[src/include/fps_params.svh]
`ifndef FPS_PARAMS_SVH
`define FPS_PARAMS_SVH
// axi4-lite byte offsets
`define FPS_OFF_CMD 8'h00
`define FPS_OFF_STATUS 8'h04
`define FPS_OFF_POLL 8'h08
`define FPS_OFF_MODE 8'h0C
`define FPS_OFF_IRQ_STAT 8'h10
`define FPS_OFF_IRQ_MASK 8'h14
`define FPS_OFF_RESULT 8'h18
// status byte bit positions
`define FPS_BIT_ABNORMAL 7
`define FPS_BIT_CMD_ERR 6
`define FPS_BIT_PROG_ERR 5
`define FPS_BIT_ERASE_ERR 4
`define FPS_BIT_CYCLE_LIM 1
`define FPS_BIT_BAD_ADDR 0
// command codes written to the command register
`define FPS_CMD_READ 8'h00
`define FPS_CMD_PROGRAM 8'h40
`define FPS_CMD_ERASE 8'h20
`define FPS_CMD_STATUS 8'h71
// irq bits
`define FPS_IRQ_DONE 0
`define FPS_IRQ_READY 1
// times
`define FPS_CLK_MHZ 250
`define FPS_OSC_MS 10
`define FPS_SETUP_MS 10
`define FPS_OSC_CYC (`FPS_OSC_MS * 1000 * `FPS_CLK_MHZ)
`define FPS_SETUP_CYC (`FPS_SETUP_MS * 1000 * `FPS_CLK_MHZ)
`define FPS_STATUS_RESET 8'h00
`endif

[src/include/fps_pkg.sv]
package fps_pkg;
  typedef enum logic [2:0] {
    FPS_OSC = 3'b000,
    FPS_SETUP = 3'b001,
    FPS_READ = 3'b011,
    FPS_BUSY = 3'b010,
    FPS_STATUS = 3'b110
  } fps_mode_t;
endpackage
[src/design/fps_flash_status.sv]
// Functional notes
// [RULE1] programmer waits 20 us before status read
// [RULE2] status byte encodes six error flags
// [RULE3] status bits 2 and 3 undefined
// [RULE4] line 7 shows operation running or done; here line 7 goes high only on a normal end, not on an abnormal end
// [RULE5] line 6 shows normal or abnormal end
// [RULE6] polling lines low while busy, fixed encodings
// [RULE7] commands ignored during stabilization and setup
// [RULE8] after setup enter read mode, accept commands
// [RULE9] programmer erases before reprogramming
// [RULE10] erase recommended after on-board programming
// [RULE11] program each block only once
// [RULE12] polling lines held until next command
// [RULE13] no command writes during auto-erase
// [RULE14] new program/erase clears error bits
//
// The register offsets and the AXI4-Lite interface to the registers were decided locally.
`timescale 1ns/1ns
`include "fps_params.svh"
module fps_flash_status import fps_pkg::*; #(
  parameter int unsigned OSC_CYC = `FPS_OSC_CYC,
  parameter int unsigned SETUP_CYC = `FPS_SETUP_CYC
) (
  input wire logic clock,
  input wire logic rst,
  input wire logic [7:0] awaddr,
  input wire logic awvalid,
  output logic awready,
  input wire logic [31:0] wdata,
  input wire logic [3:0] wstrb,
  input wire logic wvalid,
  output logic wready,
  output logic [1:0] bresp,
  output logic bvalid,
  input wire logic bready,
  input wire logic [7:0] araddr,
  input wire logic arvalid,
  output logic arready,
  output logic [31:0] rdata,
  output logic [1:0] rresp,
  output logic rvalid,
  input wire logic rready,
  output logic opStart,
  output logic opErase,
  input wire logic opDone,
  input wire logic [7:0] opFaults,
  output logic irq
);
  typedef struct packed {
    fps_mode_t mode;
    logic [31:0] cnt;
    logic [7:0] status;
    logic completionFlagLine;
    logic resultFlagLine;
    logic eraseRun;
    logic opStart;
    logic opErase;
    logic awHeld;
    logic [7:0] awAddr;
    logic wHeld;
    logic [31:0] wData;
    logic wStrb0;
    logic bvalid;
    logic [1:0] bresp;
    logic rvalid;
    logic [31:0] rdata;
    logic [1:0] rresp;
    logic [1:0] irqStat;
    logic [1:0] irqMask;
    logic irq;
    logic awReady;
    logic wReady;
    logic arReady;
  } fps_state_t;

  fps_state_t s, next_s;
  logic doWrite, doRead, cmdWrite;
  logic [7:0] cmd;
  logic [1:0] evt;

  assign doWrite = s.awHeld && s.wHeld && !s.bvalid;
  assign doRead = arvalid && !s.rvalid;
  assign cmd = s.wData[7:0];
  // commands only take effect in read or status mode, never while busy
  assign cmdWrite = doWrite && s.awAddr == `FPS_OFF_CMD && s.wStrb0 &&
    (s.mode == FPS_READ || s.mode == FPS_STATUS); // see [RULE7]

  // next-state logic
  always_comb begin
    next_s = s;
    evt = 2'h0;
    next_s.opStart = 1'b0;
    if (!s.awHeld && awvalid) begin
      next_s.awHeld = 1'b1;
      next_s.awAddr = awaddr;
    end
    if (!s.wHeld && wvalid) begin
      next_s.wHeld = 1'b1;
      next_s.wData = wdata;
      next_s.wStrb0 = wstrb[0];
    end
    case (s.mode)
      FPS_OSC: begin
        next_s.cnt = s.cnt + 32'h1;
        if (s.cnt >= OSC_CYC - 1) begin // see [RULE7]
          next_s.mode = FPS_SETUP;
          next_s.cnt = 32'h0;
        end
      end
      FPS_SETUP: begin
        next_s.cnt = s.cnt + 32'h1;
        if (s.cnt >= SETUP_CYC - 1) begin
          next_s.mode = FPS_READ; // see [RULE8]
          evt[`FPS_IRQ_READY] = 1'b1;
        end
      end
      FPS_BUSY: begin
        if (opDone) begin
          // abnormal end: any fault from the array engine
          next_s.status[`FPS_BIT_ABNORMAL] = |opFaults;
          next_s.status[`FPS_BIT_PROG_ERR] = opFaults[`FPS_BIT_PROG_ERR];
          next_s.status[`FPS_BIT_ERASE_ERR] = opFaults[`FPS_BIT_ERASE_ERR];
          next_s.status[`FPS_BIT_CYCLE_LIM] = opFaults[`FPS_BIT_CYCLE_LIM];
          next_s.status[`FPS_BIT_BAD_ADDR] = opFaults[`FPS_BIT_BAD_ADDR]; // see [RULE2]
          next_s.completionFlagLine = ~|opFaults; // see [RULE4]
          next_s.resultFlagLine = |opFaults; // see [RULE5] see [RULE6]
          next_s.eraseRun = 1'b0;
          next_s.mode = FPS_READ;
          evt[`FPS_IRQ_DONE] = 1'b1;
        end
      end
      default: ;
    endcase
    if (cmdWrite) begin
      // a new command write drops the held polling info
      next_s.completionFlagLine = 1'b0; // see [RULE12]
      next_s.resultFlagLine = 1'b0;
      case (cmd)
        `FPS_CMD_PROGRAM, `FPS_CMD_ERASE: begin
          next_s.status = `FPS_STATUS_RESET; // see [RULE14]
          next_s.mode = FPS_BUSY;
          next_s.opStart = 1'b1;
          next_s.opErase = cmd == `FPS_CMD_ERASE;
          next_s.eraseRun = cmd == `FPS_CMD_ERASE; // see [RULE13]
        end
        `FPS_CMD_STATUS: next_s.mode = FPS_STATUS;
        `FPS_CMD_READ: next_s.mode = FPS_READ;
        default: begin
          next_s.status[`FPS_BIT_CMD_ERR] = 1'b1; // see [RULE2]
          next_s.status[`FPS_BIT_ABNORMAL] = 1'b1;
        end
      endcase
    end
    // write response and register side effects
    if (doWrite) begin
      next_s.awHeld = 1'b0;
      next_s.wHeld = 1'b0;
      next_s.bvalid = 1'b1;
      next_s.bresp = 2'h0;
      case (s.awAddr)
        `FPS_OFF_CMD: ;
        `FPS_OFF_IRQ_STAT: next_s.irqStat = s.irqStat & ~s.wData[1:0];
        `FPS_OFF_IRQ_MASK: next_s.irqMask = s.wData[1:0];
        default: next_s.bresp = 2'h2;
      endcase
    end
    if (s.bvalid && bready) next_s.bvalid = 1'b0;
    // set wins over write-one-to-clear
    next_s.irqStat = next_s.irqStat | evt;
    if (doRead) begin
      next_s.rvalid = 1'b1;
      next_s.rresp = 2'h0;
      case (araddr)
        // bits 3:2 read as zero; software must ignore them
        `FPS_OFF_STATUS: next_s.rdata = {24'h0, s.status}; // see [RULE3]
        `FPS_OFF_POLL: next_s.rdata = {24'h0, s.completionFlagLine, s.resultFlagLine, 6'h00};
        `FPS_OFF_MODE: next_s.rdata = {29'h0, s.mode};
        `FPS_OFF_IRQ_STAT: next_s.rdata = {30'h0, s.irqStat};
        `FPS_OFF_IRQ_MASK: next_s.rdata = {30'h0, s.irqMask};
        `FPS_OFF_RESULT: next_s.rdata = {31'h0, s.eraseRun};
        default: begin
          next_s.rdata = 32'h0;
          next_s.rresp = 2'h2;
        end
      endcase
    end
    if (s.rvalid && rready) next_s.rvalid = 1'b0;
    next_s.irq = |(next_s.irqStat & next_s.irqMask);
    // ready flags registered so no bus output passes through a gate
    next_s.awReady = !next_s.awHeld;
    next_s.wReady = !next_s.wHeld;
    next_s.arReady = !next_s.rvalid;
  end

  // state register, synchronous reset
  always_ff @(posedge clock) begin
    if (rst) begin
      s <= '0;
      s.mode <= FPS_OSC;
      s.awReady <= 1'b1;
      s.wReady <= 1'b1;
      s.arReady <= 1'b1;
    end else begin
      s <= next_s;
    end
  end

  assign awready = s.awReady;
  assign wready = s.wReady;
  assign bvalid = s.bvalid;
  assign bresp = s.bresp;
  assign arready = s.arReady;
  assign rvalid = s.rvalid;
  assign rdata = s.rdata;
  assign rresp = s.rresp;
  assign opStart = s.opStart;
  assign opErase = s.opErase;
  assign irq = s.irq;

  chk_busy_lines_low: assert property (@(posedge clock) disable iff (rst)
    s.mode == FPS_BUSY |-> !s.completionFlagLine && !s.resultFlagLine) // see [RULE6]
    else $error("polling lines not low while busy");
  chk_no_cmd_early: assert property (@(posedge clock) disable iff (rst)
    (s.mode == FPS_OSC || s.mode == FPS_SETUP) |=> s.mode != FPS_BUSY) // see [RULE7]
    else $error("command accepted during setup");
  chk_setup_to_read: assert property (@(posedge clock) disable iff (rst)
    s.mode == FPS_SETUP && s.cnt >= SETUP_CYC - 1 |=> s.mode == FPS_READ) // see [RULE8]
    else $error("no read mode after setup");
  chk_done_flags: assert property (@(posedge clock) disable iff (rst)
    s.mode == FPS_BUSY && opDone && !cmdWrite |=>
      s.completionFlagLine == ~s.resultFlagLine && s.resultFlagLine == s.status[7]) // see [RULE4]
    else $error("completion flag wrong");
  chk_result_abnormal: assert property (@(posedge clock) disable iff (rst)
    s.mode == FPS_BUSY && opDone && opFaults != 8'h00 |=>
      s.resultFlagLine && !s.completionFlagLine) // see [RULE5]
    else $error("result flag wrong");
  chk_poll_hold: assert property (@(posedge clock) disable iff (rst)
    s.mode == FPS_READ && !cmdWrite |=> $stable(s.completionFlagLine)) // see [RULE12]
    else $error("polling info lost");
  chk_start_clears: assert property (@(posedge clock) disable iff (rst)
    cmdWrite && (cmd == `FPS_CMD_PROGRAM || cmd == `FPS_CMD_ERASE) |=>
      s.status == 8'h00 ##1 s.opStart == 1'b0) // see [RULE14]
    else $error("status not cleared on start");
  chk_cmd_error: assert property (@(posedge clock) disable iff (rst)
    cmdWrite && cmd != `FPS_CMD_PROGRAM && cmd != `FPS_CMD_ERASE &&
      cmd != `FPS_CMD_STATUS && cmd != `FPS_CMD_READ |=> s.status[6] && s.status[7]) // see [RULE2]
    else $error("command error not flagged");
  cov_program: cover property (@(posedge clock) disable iff (rst)
    cmdWrite && cmd == `FPS_CMD_PROGRAM);
  cov_erase_done: cover property (@(posedge clock) disable iff (rst)
    s.eraseRun && opDone);
  cov_status_read: cover property (@(posedge clock) disable iff (rst)
    doRead && araddr == `FPS_OFF_STATUS);
endmodule

[config.mk]
export PLATFORM = sky130hd
export DESIGN_NAME = fps_flash_status
export DESIGN_NICKNAME = d
export VERILOG_FILES = /design/src/include/fps_pkg.sv /design/src/design/fps_flash_status.sv
export VERILOG_INCLUDE_DIRS = /design/src /design/src/include
export SDC_FILE = /design/constraint.sdc
export NUM_CORES = 1
export LEC_CHECK = 0
export ABC_AREA = 1
export BUFFER_PORTS_ARGS = -buffer_cell sky130_fd_sc_hd__buf_2
export CORE_ASPECT_RATIO = 2
export CORE_MARGIN = 4
export CORE_UTILIZATION = 40
export DETAILED_ROUTE_END_ITERATION = 10
export MAX_ROUTING_LAYER = met4
export PLACE_DENSITY = 0.65
export SYNTH_ARGS = -nofsm -noshare
export SYNTH_HDL_FRONTEND = slang
export SYNTH_SLANG_ARGS = --single-unit
[constraint.sdc]
create_clock -name clock -period 3 [get_ports clock]
set_input_delay 0.15 -clock clock [delete_from_list [all_inputs] [get_ports clock]]
set_output_delay 0.15 -clock clock [all_outputs]
set_load 0.03 [all_outputs]
==> metrics.md, run 1 <==
| Metric | Value |
|---|---|
| Tot Pwr | `2.56 mW` |
| Filler instances | `approximately 1200` |
| Post-Synth XOR/XNOR Area | `0.772%` |
| Period utilisation layout | `a little under 70%` |
| Commonest cells post-synth | `nand2_1 (145), nor2_1 (98), dfxtp_1 (84)` |
| Slew Limit Fails | `0` |
| FF-to-FF Start | `s[102]$_SDFFE_PP0P_` |
| Dpl cells | `between 800 and 900` |
| Post-Synth Simple-Gate Area | `35.2%` |
| GPL Wtd Cong | `0.938` |
| DRT antenna net count | `0` |
| Cell depth of the worst hold path | `3` |
| Share of layout cells above drive strength 1 | `a little over an eighth` |
| Vias per cell | `5.00` |
| # diodes | `0` |
| Reg2reg setup slack | `940 ps` |
| Worst Max-Slew Pin Slew | `647 ps` |
| Final Setup Violations | `0` |
| PD cells | `503 nW/um^2` |
| Layout area overhead | `12.4%` |
| Buf/Inv on CP | `1` |
| CP Cell Sequence | `ha_1 > nand3_1 > o21ai_0 > nand2_1 > nand2_1 > nand2_1 > nand2_1 > nand2_2 > nand2_4 > inv_1 > nand2_1 > a21oi_1` |
| Initial core utilization | `41.2%` |
| Final worst path period need | `2060 ps` |
| CP top delay family | `simple AND/OR/NAND/NOR gates` |
| Core footprint | `between 10000 and 15000 um^2` |
| DPL Wire Length | `about 9900 um` |
| Peak Freq | `485 MHz` |
| Synth top area share | `37.1%` |
| WS Path Type | `reg2reg` |
| Vias in the first global route | `between 4000 and 5000` |
| Overall Global Routing Usage | `19.5%` |
| Adder-Cell Fraction of Synth Area | `0.276%` |
| Top-count cell post-synth | `nand2_1` |
| CP Launch Type | `flop` |
| First-pass GRT wire length | `19900 um` |
| Synth Flop Type | `dfxtp_1` |
| Static Leak | `2.25 nW` |
| Worst Path Max Fanout | `14` |
| TritonCTS buffer count | `9` |
| IO Pins | `112` |
| Synth Instances | `681` |
| Final hold violation count | `0` |
| R2R cell count | `12` |
| Port Buf Inserts | `57` |
| Mux share of post-synthesis cell area | `0.221%` |
| Mapped Area | `approximately 4500 um^2` |
| Unrepaired setup endpoints after global routing | `false` |
| Worst vdd ir | `359 uV` |
| DR DRC count | `0` |
| Largest net degree at the start of global routing | `31` |
| Compound-Gate Fraction of Synth Area | `a little under an eighth` |
| Max-Cap Viols | `0` |
| Post-synth EDFFs | `0` |
| Gr ovfl total | `0` |
| Min-Delay Startpoint | `wdata[6]` |
| Die area | `between 10000 and 15000 um^2` |
| Critical path arrival | `between 2000 and 2500 ps` |
| Main combinational cell family by area after synthesis | `simple AND/OR/NAND/NOR gates` |
| Ys async rst share | `0%` |
| Outcome | `finished, final reports clean` |
| H-tree Lvls | `3` |
| Hold crit path type | `in2reg` |
| Wire per inst | `between 10 and 15 um` |
| Non-Filler Instances | `876` |
| Nets | `801` |
| Fin Setup TNS | `0 ps` |
| Clock tree buffer depth | `2` |
| Synth unique cells | `43` |
| Initial DRC count | `177` |
| Post-synth top area cell | `dfxtp_1` |
| Die H | `159 um` |
| Share of the yosys chip area belonging to registers | `37.1%` |
| Crit path largest cell delay | `~360 ps` |
| Resize count post-CTS | `0` |
| Clk slew on worst S/H paths | `60 ps` |
| Req. time, crit path | `3230 ps` |
| Largest cells by area after synthesis | `dfxtp_1 (37%), nand2_1 (12%), nor2_1 (8.1%)` |
| Synth Warn # | `0` |
| # rows | `54` |
| Clock sink total | `84` |
| Max stage delay cell, worst path | `dfxtp_1` |
| Kind of end point of the critical path | `flop` |
| Detailed Route WL | `roughly 12000 um` |
| Total number of vias | `4383` |
| Initial antenna violation count | `0` |
| Hold endpoint | `cmd[6]$_SDFFE_PP0P_` |
| Most used cell, CP | `nand2_1` |
| End of the worst register-to-register path | `s[120]$_SDFFE_PP0P_` |
| Drt first pass iters | `5` |
| Die W | `83.3 um` |
| Clk_lat worst skew | `roughly 340 ps` |
| Synthesized area per cell | `6.66 um^2` |
| Worst slew margin | `56.5%` |
| FF+latch count, synth | `84` |
| Fin util | `a little under half` |
| CTS tree | `built` |
| Clock skew | `between 7 and 8 ps` |
| CTS root buf | `clkbuf_16` |
[tightest hold or removal path: cells and delay by family]
kind	cells	cell delay, ps
buffers and inverters	1	70
AND/OR/NAND/NOR	2	110
[layout make-up]
cell class                      count  area (um^2)  share of cell area [%]
Inverter                           86          325                    6.38
Sequential cell                    84         1680                    33.0
Clock buffer                       10          229                    4.49
Clock inverter                      5         77.6                    1.52
Timing Repair Buffer               61          318                    6.23
Tap cell                          140          175                    3.43
Multi-Input combinational cell    490         2290                    45.0
[routing by layer]
layer	global-route usage [%]	up-vias	share of wire (%)	wire length, um
li1	-	2224	-	-
met1	15.9	1991	33	4090
met2	39.4	125	58	7180
met3	2.49	43	3.7	452
met4	13.5	0	5.3	654
met5	-	-	0	0
[power breakdown]
group	internal (mW)	total (mW)	leakage [nW]	switching, mW
Clock	0.722	1.17	0.148	0.450
Combinational	0.0597	0.223	1.42	0.163
Sequential	1.15	1.17	0.684	0.0192
Total	1.93	2.56	2.25	0.632
[metrics by stage]
step	area [um^2]	setup slack (ps)	hold slack (ps)
2_1_floorplan	4630	1450	242
3_3_place_gp	4780	948	339
3_5_place_dp	4780	954	340
4_1_cts	5100	947	31.3
5_1_grt	5100	742	49.3
6_report	5100	936	36.6
[kinds of logic (layout without fill, tap and decap cells)]
kind of cell,after synthesis,in the layout
multiplexers,1,1
AO/OA/AOI/OAI,101,101
flip-flops,84,84
adder cells (fa/ha/maj),1,1
buffers and inverters,133,162
other,1,27
XOR/XNOR,4,4
AND/OR/NAND/NOR,356,356
[worst max path at each step]
stage / from / end / depth (start not counted)
finish: s[102]$_SDFFE_PP0P_ / s[120]$_SDFFE_PP0P_ / 12
global route: s[103]$_SDFFE_PP0P_ / s[123]$_SDFFE_PP0P_ / 12
CTS: s[102]$_SDFFE_PP0P_ / s[120]$_SDFFE_PP0P_ / 12
detailed placement: s[102]$_SDFFE_PP0P_ / s[120]$_SDFFE_PP0P_ / 12
global placement: s[102]$_SDFFE_PP0P_ / s[120]$_SDFFE_PP0P_ / 12
floorplan: s[102]$_SDFFE_PP0P_ / s[118]$_SDFFE_PP0P_ / 12
[flip-flops by register name, summed over array words and instances, names as in the netlist]
name and flops:
cmd 8, bvalid 1, opStart 1, irq 1, rresp 1, s 59, rvalid 1, opErase 1
awready 1, arready 1, bresp 1, rdata 7, wready 1
[cells in the final DEF, fill, tap and decap left out, types with 4 or more instances in the layout]
cell / instances
a21oi_1: 54
buf_2: 57
clkbuf_16: 9
conb_1: 27
dfxtp_1: 84
inv_1: 80
nand2_1: 145
nand2_2: 4
nand2_4: 4
nand3_1: 46
nand3b_1: 4
nand4_1: 13
nor2_1: 98
nor2_4: 4
nor3_1: 22
nor4_1: 7
o21ai_0: 37
xor2_1: 4
[what timing repair did]
action,in CTS,in global routing
hold buffers,1,0
setup buffers,0,0
hold endpoints to repair,1,0
No activity file was read; power rests on OpenSTA's default activity.
==> inputs of run 2 (changes only) <==
PLACE_DENSITY = 0.67   (was 0.65)
clock period = 1.8 ns   (was 3 ns; I/O delays follow)
==> metrics.md, run 2 (synthesis gave the netlist of run 1 again) <==
| Metric | Value |
|---|---|
| Outcome | `finished, final reports clean` |
| Peak Freq | `581 MHz (+20%)` |
| Final Setup Violations | `0 (unchanged)` |
| # rows | `54 (unchanged)` |
| FF-to-FF Start | `s[102]$_SDFFE_PP0P_` |
| Die H | `159 um (unchanged)` |
| Largest net degree at the start of global routing | `31 (unchanged)` |
| Drt first pass iters | `4 (-1)` |
| Clk slew on worst S/H paths | `60 ps (about the same)` |
| Max-Cap Viols | `0 (unchanged)` |
| Layout area overhead | `19.2%` |
| CP Launch Type | `flop` |
| Clock share of power | `42.6% (-3.1 points)` |
| CTS root buf | `clkbuf_16` |
| Period utilisation layout | `95.6% (+27 points)` |
| Hold crit path type | `in2reg` |
| Unrepaired setup endpoints after global routing | `true` |
| Slew Limit Fails | `0 (unchanged)` |
| Initial antenna violation count | `0 (unchanged)` |
| Initial DRC count | `250 (+41%)` |
| Clock tree buffer depth | `2 (unchanged)` |
| IO Pins | `112 (unchanged)` |
| DPL Wire Length | `10300 um (+3.9%)` |
| Pre-CTS setup slack | `14.2 ps (-940 ps)` |
| Worst Max-Slew Pin Slew | `655 ps (+8.36 ps)` |
| Vias per cell | `4.97 (-0.72%)` |
| CP Cell Sequence | `ha_4 > nand2_2 > nor2_4 > nand2_4 > nor2_4 > nand2_4 > nor2_4 > nand2_4 > nor2_4 > nand2_1 > nand2_1 > a21oi_2` |
| Design area | `5410 um^2 (+6.0%)` |
| Die area | `13200 um^2 (unchanged)` |
| Hold endpoint | `s[88]$_SDFF_PP0_` |
| Share of layout cells above drive strength 1 | `17.9% (+4.6 points)` |
| Clk_lat worst skew | `340 ps (about the same)` |
| Cell Area, Placed | `5020 um^2 (+4.9%)` |
| Internal Power | `3.01 mW (+56%)` |
| Net Sw Frac | `26.3% (+1.7 points)` |
| Req. time, crit path | `2030 ps (-1200 ps)` |
| Core footprint | `11000 um^2 (unchanged)` |
| Worst vdd ir | `655 uV (+83%)` |
| Die W | `83.3 um (unchanged)` |
| Clock sink total | `84 (unchanged)` |
| Worst slew margin | `56.0% (-0.56 points)` |
| Psw | `1.08 mW (+70%)` |
| Static Leak | `2.42 nW (+7.6%)` |
| Comb power frac | `9.8% (+1.1 points)` |
| Reg2reg setup slack | `80 ps (-860 ps)` |
| Wire per inst | `13.9 um (-1.9%)` |
| Vias in the first global route | `4496 (+3.0%)` |
| Min-Delay Startpoint | `awvalid` |
| Most used cell, CP | `nor2_4` |
| Final worst path period need | `1720 ps (-342 ps)` |
| Port Buf Inserts | `57 (unchanged)` |
| R2R cell count | `12 (unchanged)` |
| Crit path largest cell delay | `360 ps (about the same)` |
| Power share of the sequential group | `47.6% (+2.0 points)` |
| Kind of end point of the critical path | `flop` |
| End of the worst register-to-register path | `s[118]$_SDFFE_PP0P_` |
| Worst Path Max Fanout | `5 (-9)` |
| Biggest register | `s` |
| Commonest non-fill, non-tap cells in the layout | `nand2_1 (144), nor2_1 (97), inv_1 (80), dfxtp_1 (80), buf_2 (57)` |
| H-tree Lvls | `3 (unchanged)` |
| Total number of vias | `4545 (+3.7%)` |
| First-pass GRT wire length | `20300 um (+1.8%)` |
| PD cells | `757 nW/um^2 (+51%)` |
| Cell depth of the worst hold path | `3 (unchanged)` |
| Gr ovfl total | `0 (unchanged)` |
| GPL Wtd Cong | `0.897 (-4.4%)` |
| Overall Global Routing Usage | `19.8% (+0.26 points)` |
| Initial core utilization | `41.2% (unchanged)` |
| Most common cell after layout, fill and taps aside | `nand2_1` |
| Nets | `839 (+4.7%)` |
| CTS tree | `built` |
| Max stage delay cell, worst path | `dfxtp_4` |
| DRT antenna net count | `0 (unchanged)` |
| TritonCTS buffer count | `9 (unchanged)` |
| Detailed Route WL | `12700 um (+2.5%)` |
| Critical path arrival | `1950 ps (-340 ps)` |
| # diodes | `0 (unchanged)` |
| Final worst slack | `78.5 ps (-858 ps)` |
| Clock skew | `4.21 ps (-3.03 ps)` |
| Max reg flops | `59 (unchanged)` |
| WS Path Type | `reg2reg` |
| DR DRC count | `0 (unchanged)` |
| Final hold violation count | `0 (unchanged)` |
-- run 2: cell types whose count changed in the layout (fill, tap and decap cells not counted), sizes merged --
cell / change
inv: +1
bufinv: -2
buf: +33
clkinvlp: +2
dlygate4sd3: +5
clkbuf: +1
clkinv: -1
-- run 2: area by class of cell --
class | instances | area [um^2]
clock inverter | 5 | 36.3
timing repair buffer | 99 | 616
tap | 140 | 175
sequential | 84 | 1690
multi-input combinational | 490 | 2320
inverter | 86 | 325
fill | 1127 | 5610
clock buffer | 11 | 243
-- run 2: what timing repair did --
item,CTS,global route
hold buffers,6,0
setup endpoints to repair,1,23
endpoints found under the hold margin,6,0
resized for setup,2,10
buffers inserted,2,0
pin swaps,4,6
-- run 2: per-layer routing --
metal | up-vias | wire length (um) | GRT usage (%)
li1 | 2318 | - | -
met1 | 2070 | 4080 | 16.5
met3 | 42 | 443 | 2.07
met4 | 0 | 662 | 12.2
met2 | 115 | 7500 | 40.4
met5 | - | 0 | -
-- run 2: critical path, delay by kind of cell, from the launching register on --
kind,cells,cell delay [ps]
simple gates,10,1040
flops,1,360
fa+ha+maj,1,140
compound gates,1,50
-- run 2: how the worst max path moves through the flow --
stage                        start                   to  slack [ps]  cells past startpoint
2_1_floorplan  s[102]$_SDFFE_PP0P_  s[118]$_SDFFE_PP0P_         250                     12
3_3_place_gp   s[102]$_SDFFE_PP0P_  s[118]$_SDFFE_PP0P_          70                     12
3_5_place_dp   s[102]$_SDFFE_PP0P_  s[118]$_SDFFE_PP0P_          10                     12
4_1_cts        s[103]$_SDFFE_PP0P_  s[118]$_SDFFE_PP0P_         0.2                     12
5_1_grt        s[102]$_SDFFE_PP0P_  s[118]$_SDFFE_PP0P_         -20                     13
6_report       s[102]$_SDFFE_PP0P_  s[118]$_SDFFE_PP0P_          80                     12
-- run 2: metrics by stage --
stage	total power, mW	utilization (%)	hold slack, ps	std cells	setup TNS, ps
after floorplan	2.30	-	182	707	0
after global placement	2.37	45.5	279	891	0
after detailed placement	2.38	45.5	278	891	0
after CTS	4.11	48.8	21.0	915	0
after global routing	4.26	49.1	49.8	915	-17.3
final	4.09	49.1	24.7	915	0
-- run 2: power by group through the flow --
stage | logic (mW) | clock network [mW] | registers (mW)
after floorplan | 0.303 | 0 | 2.00
after global placement | 0.383 | 0 | 1.98
after detailed placement | 0.390 | 0 | 1.99
final | 0.402 | 1.74 | 1.95
after CTS | 0.402 | 1.77 | 1.95
after global routing | 0.444 | 1.86 | 1.95
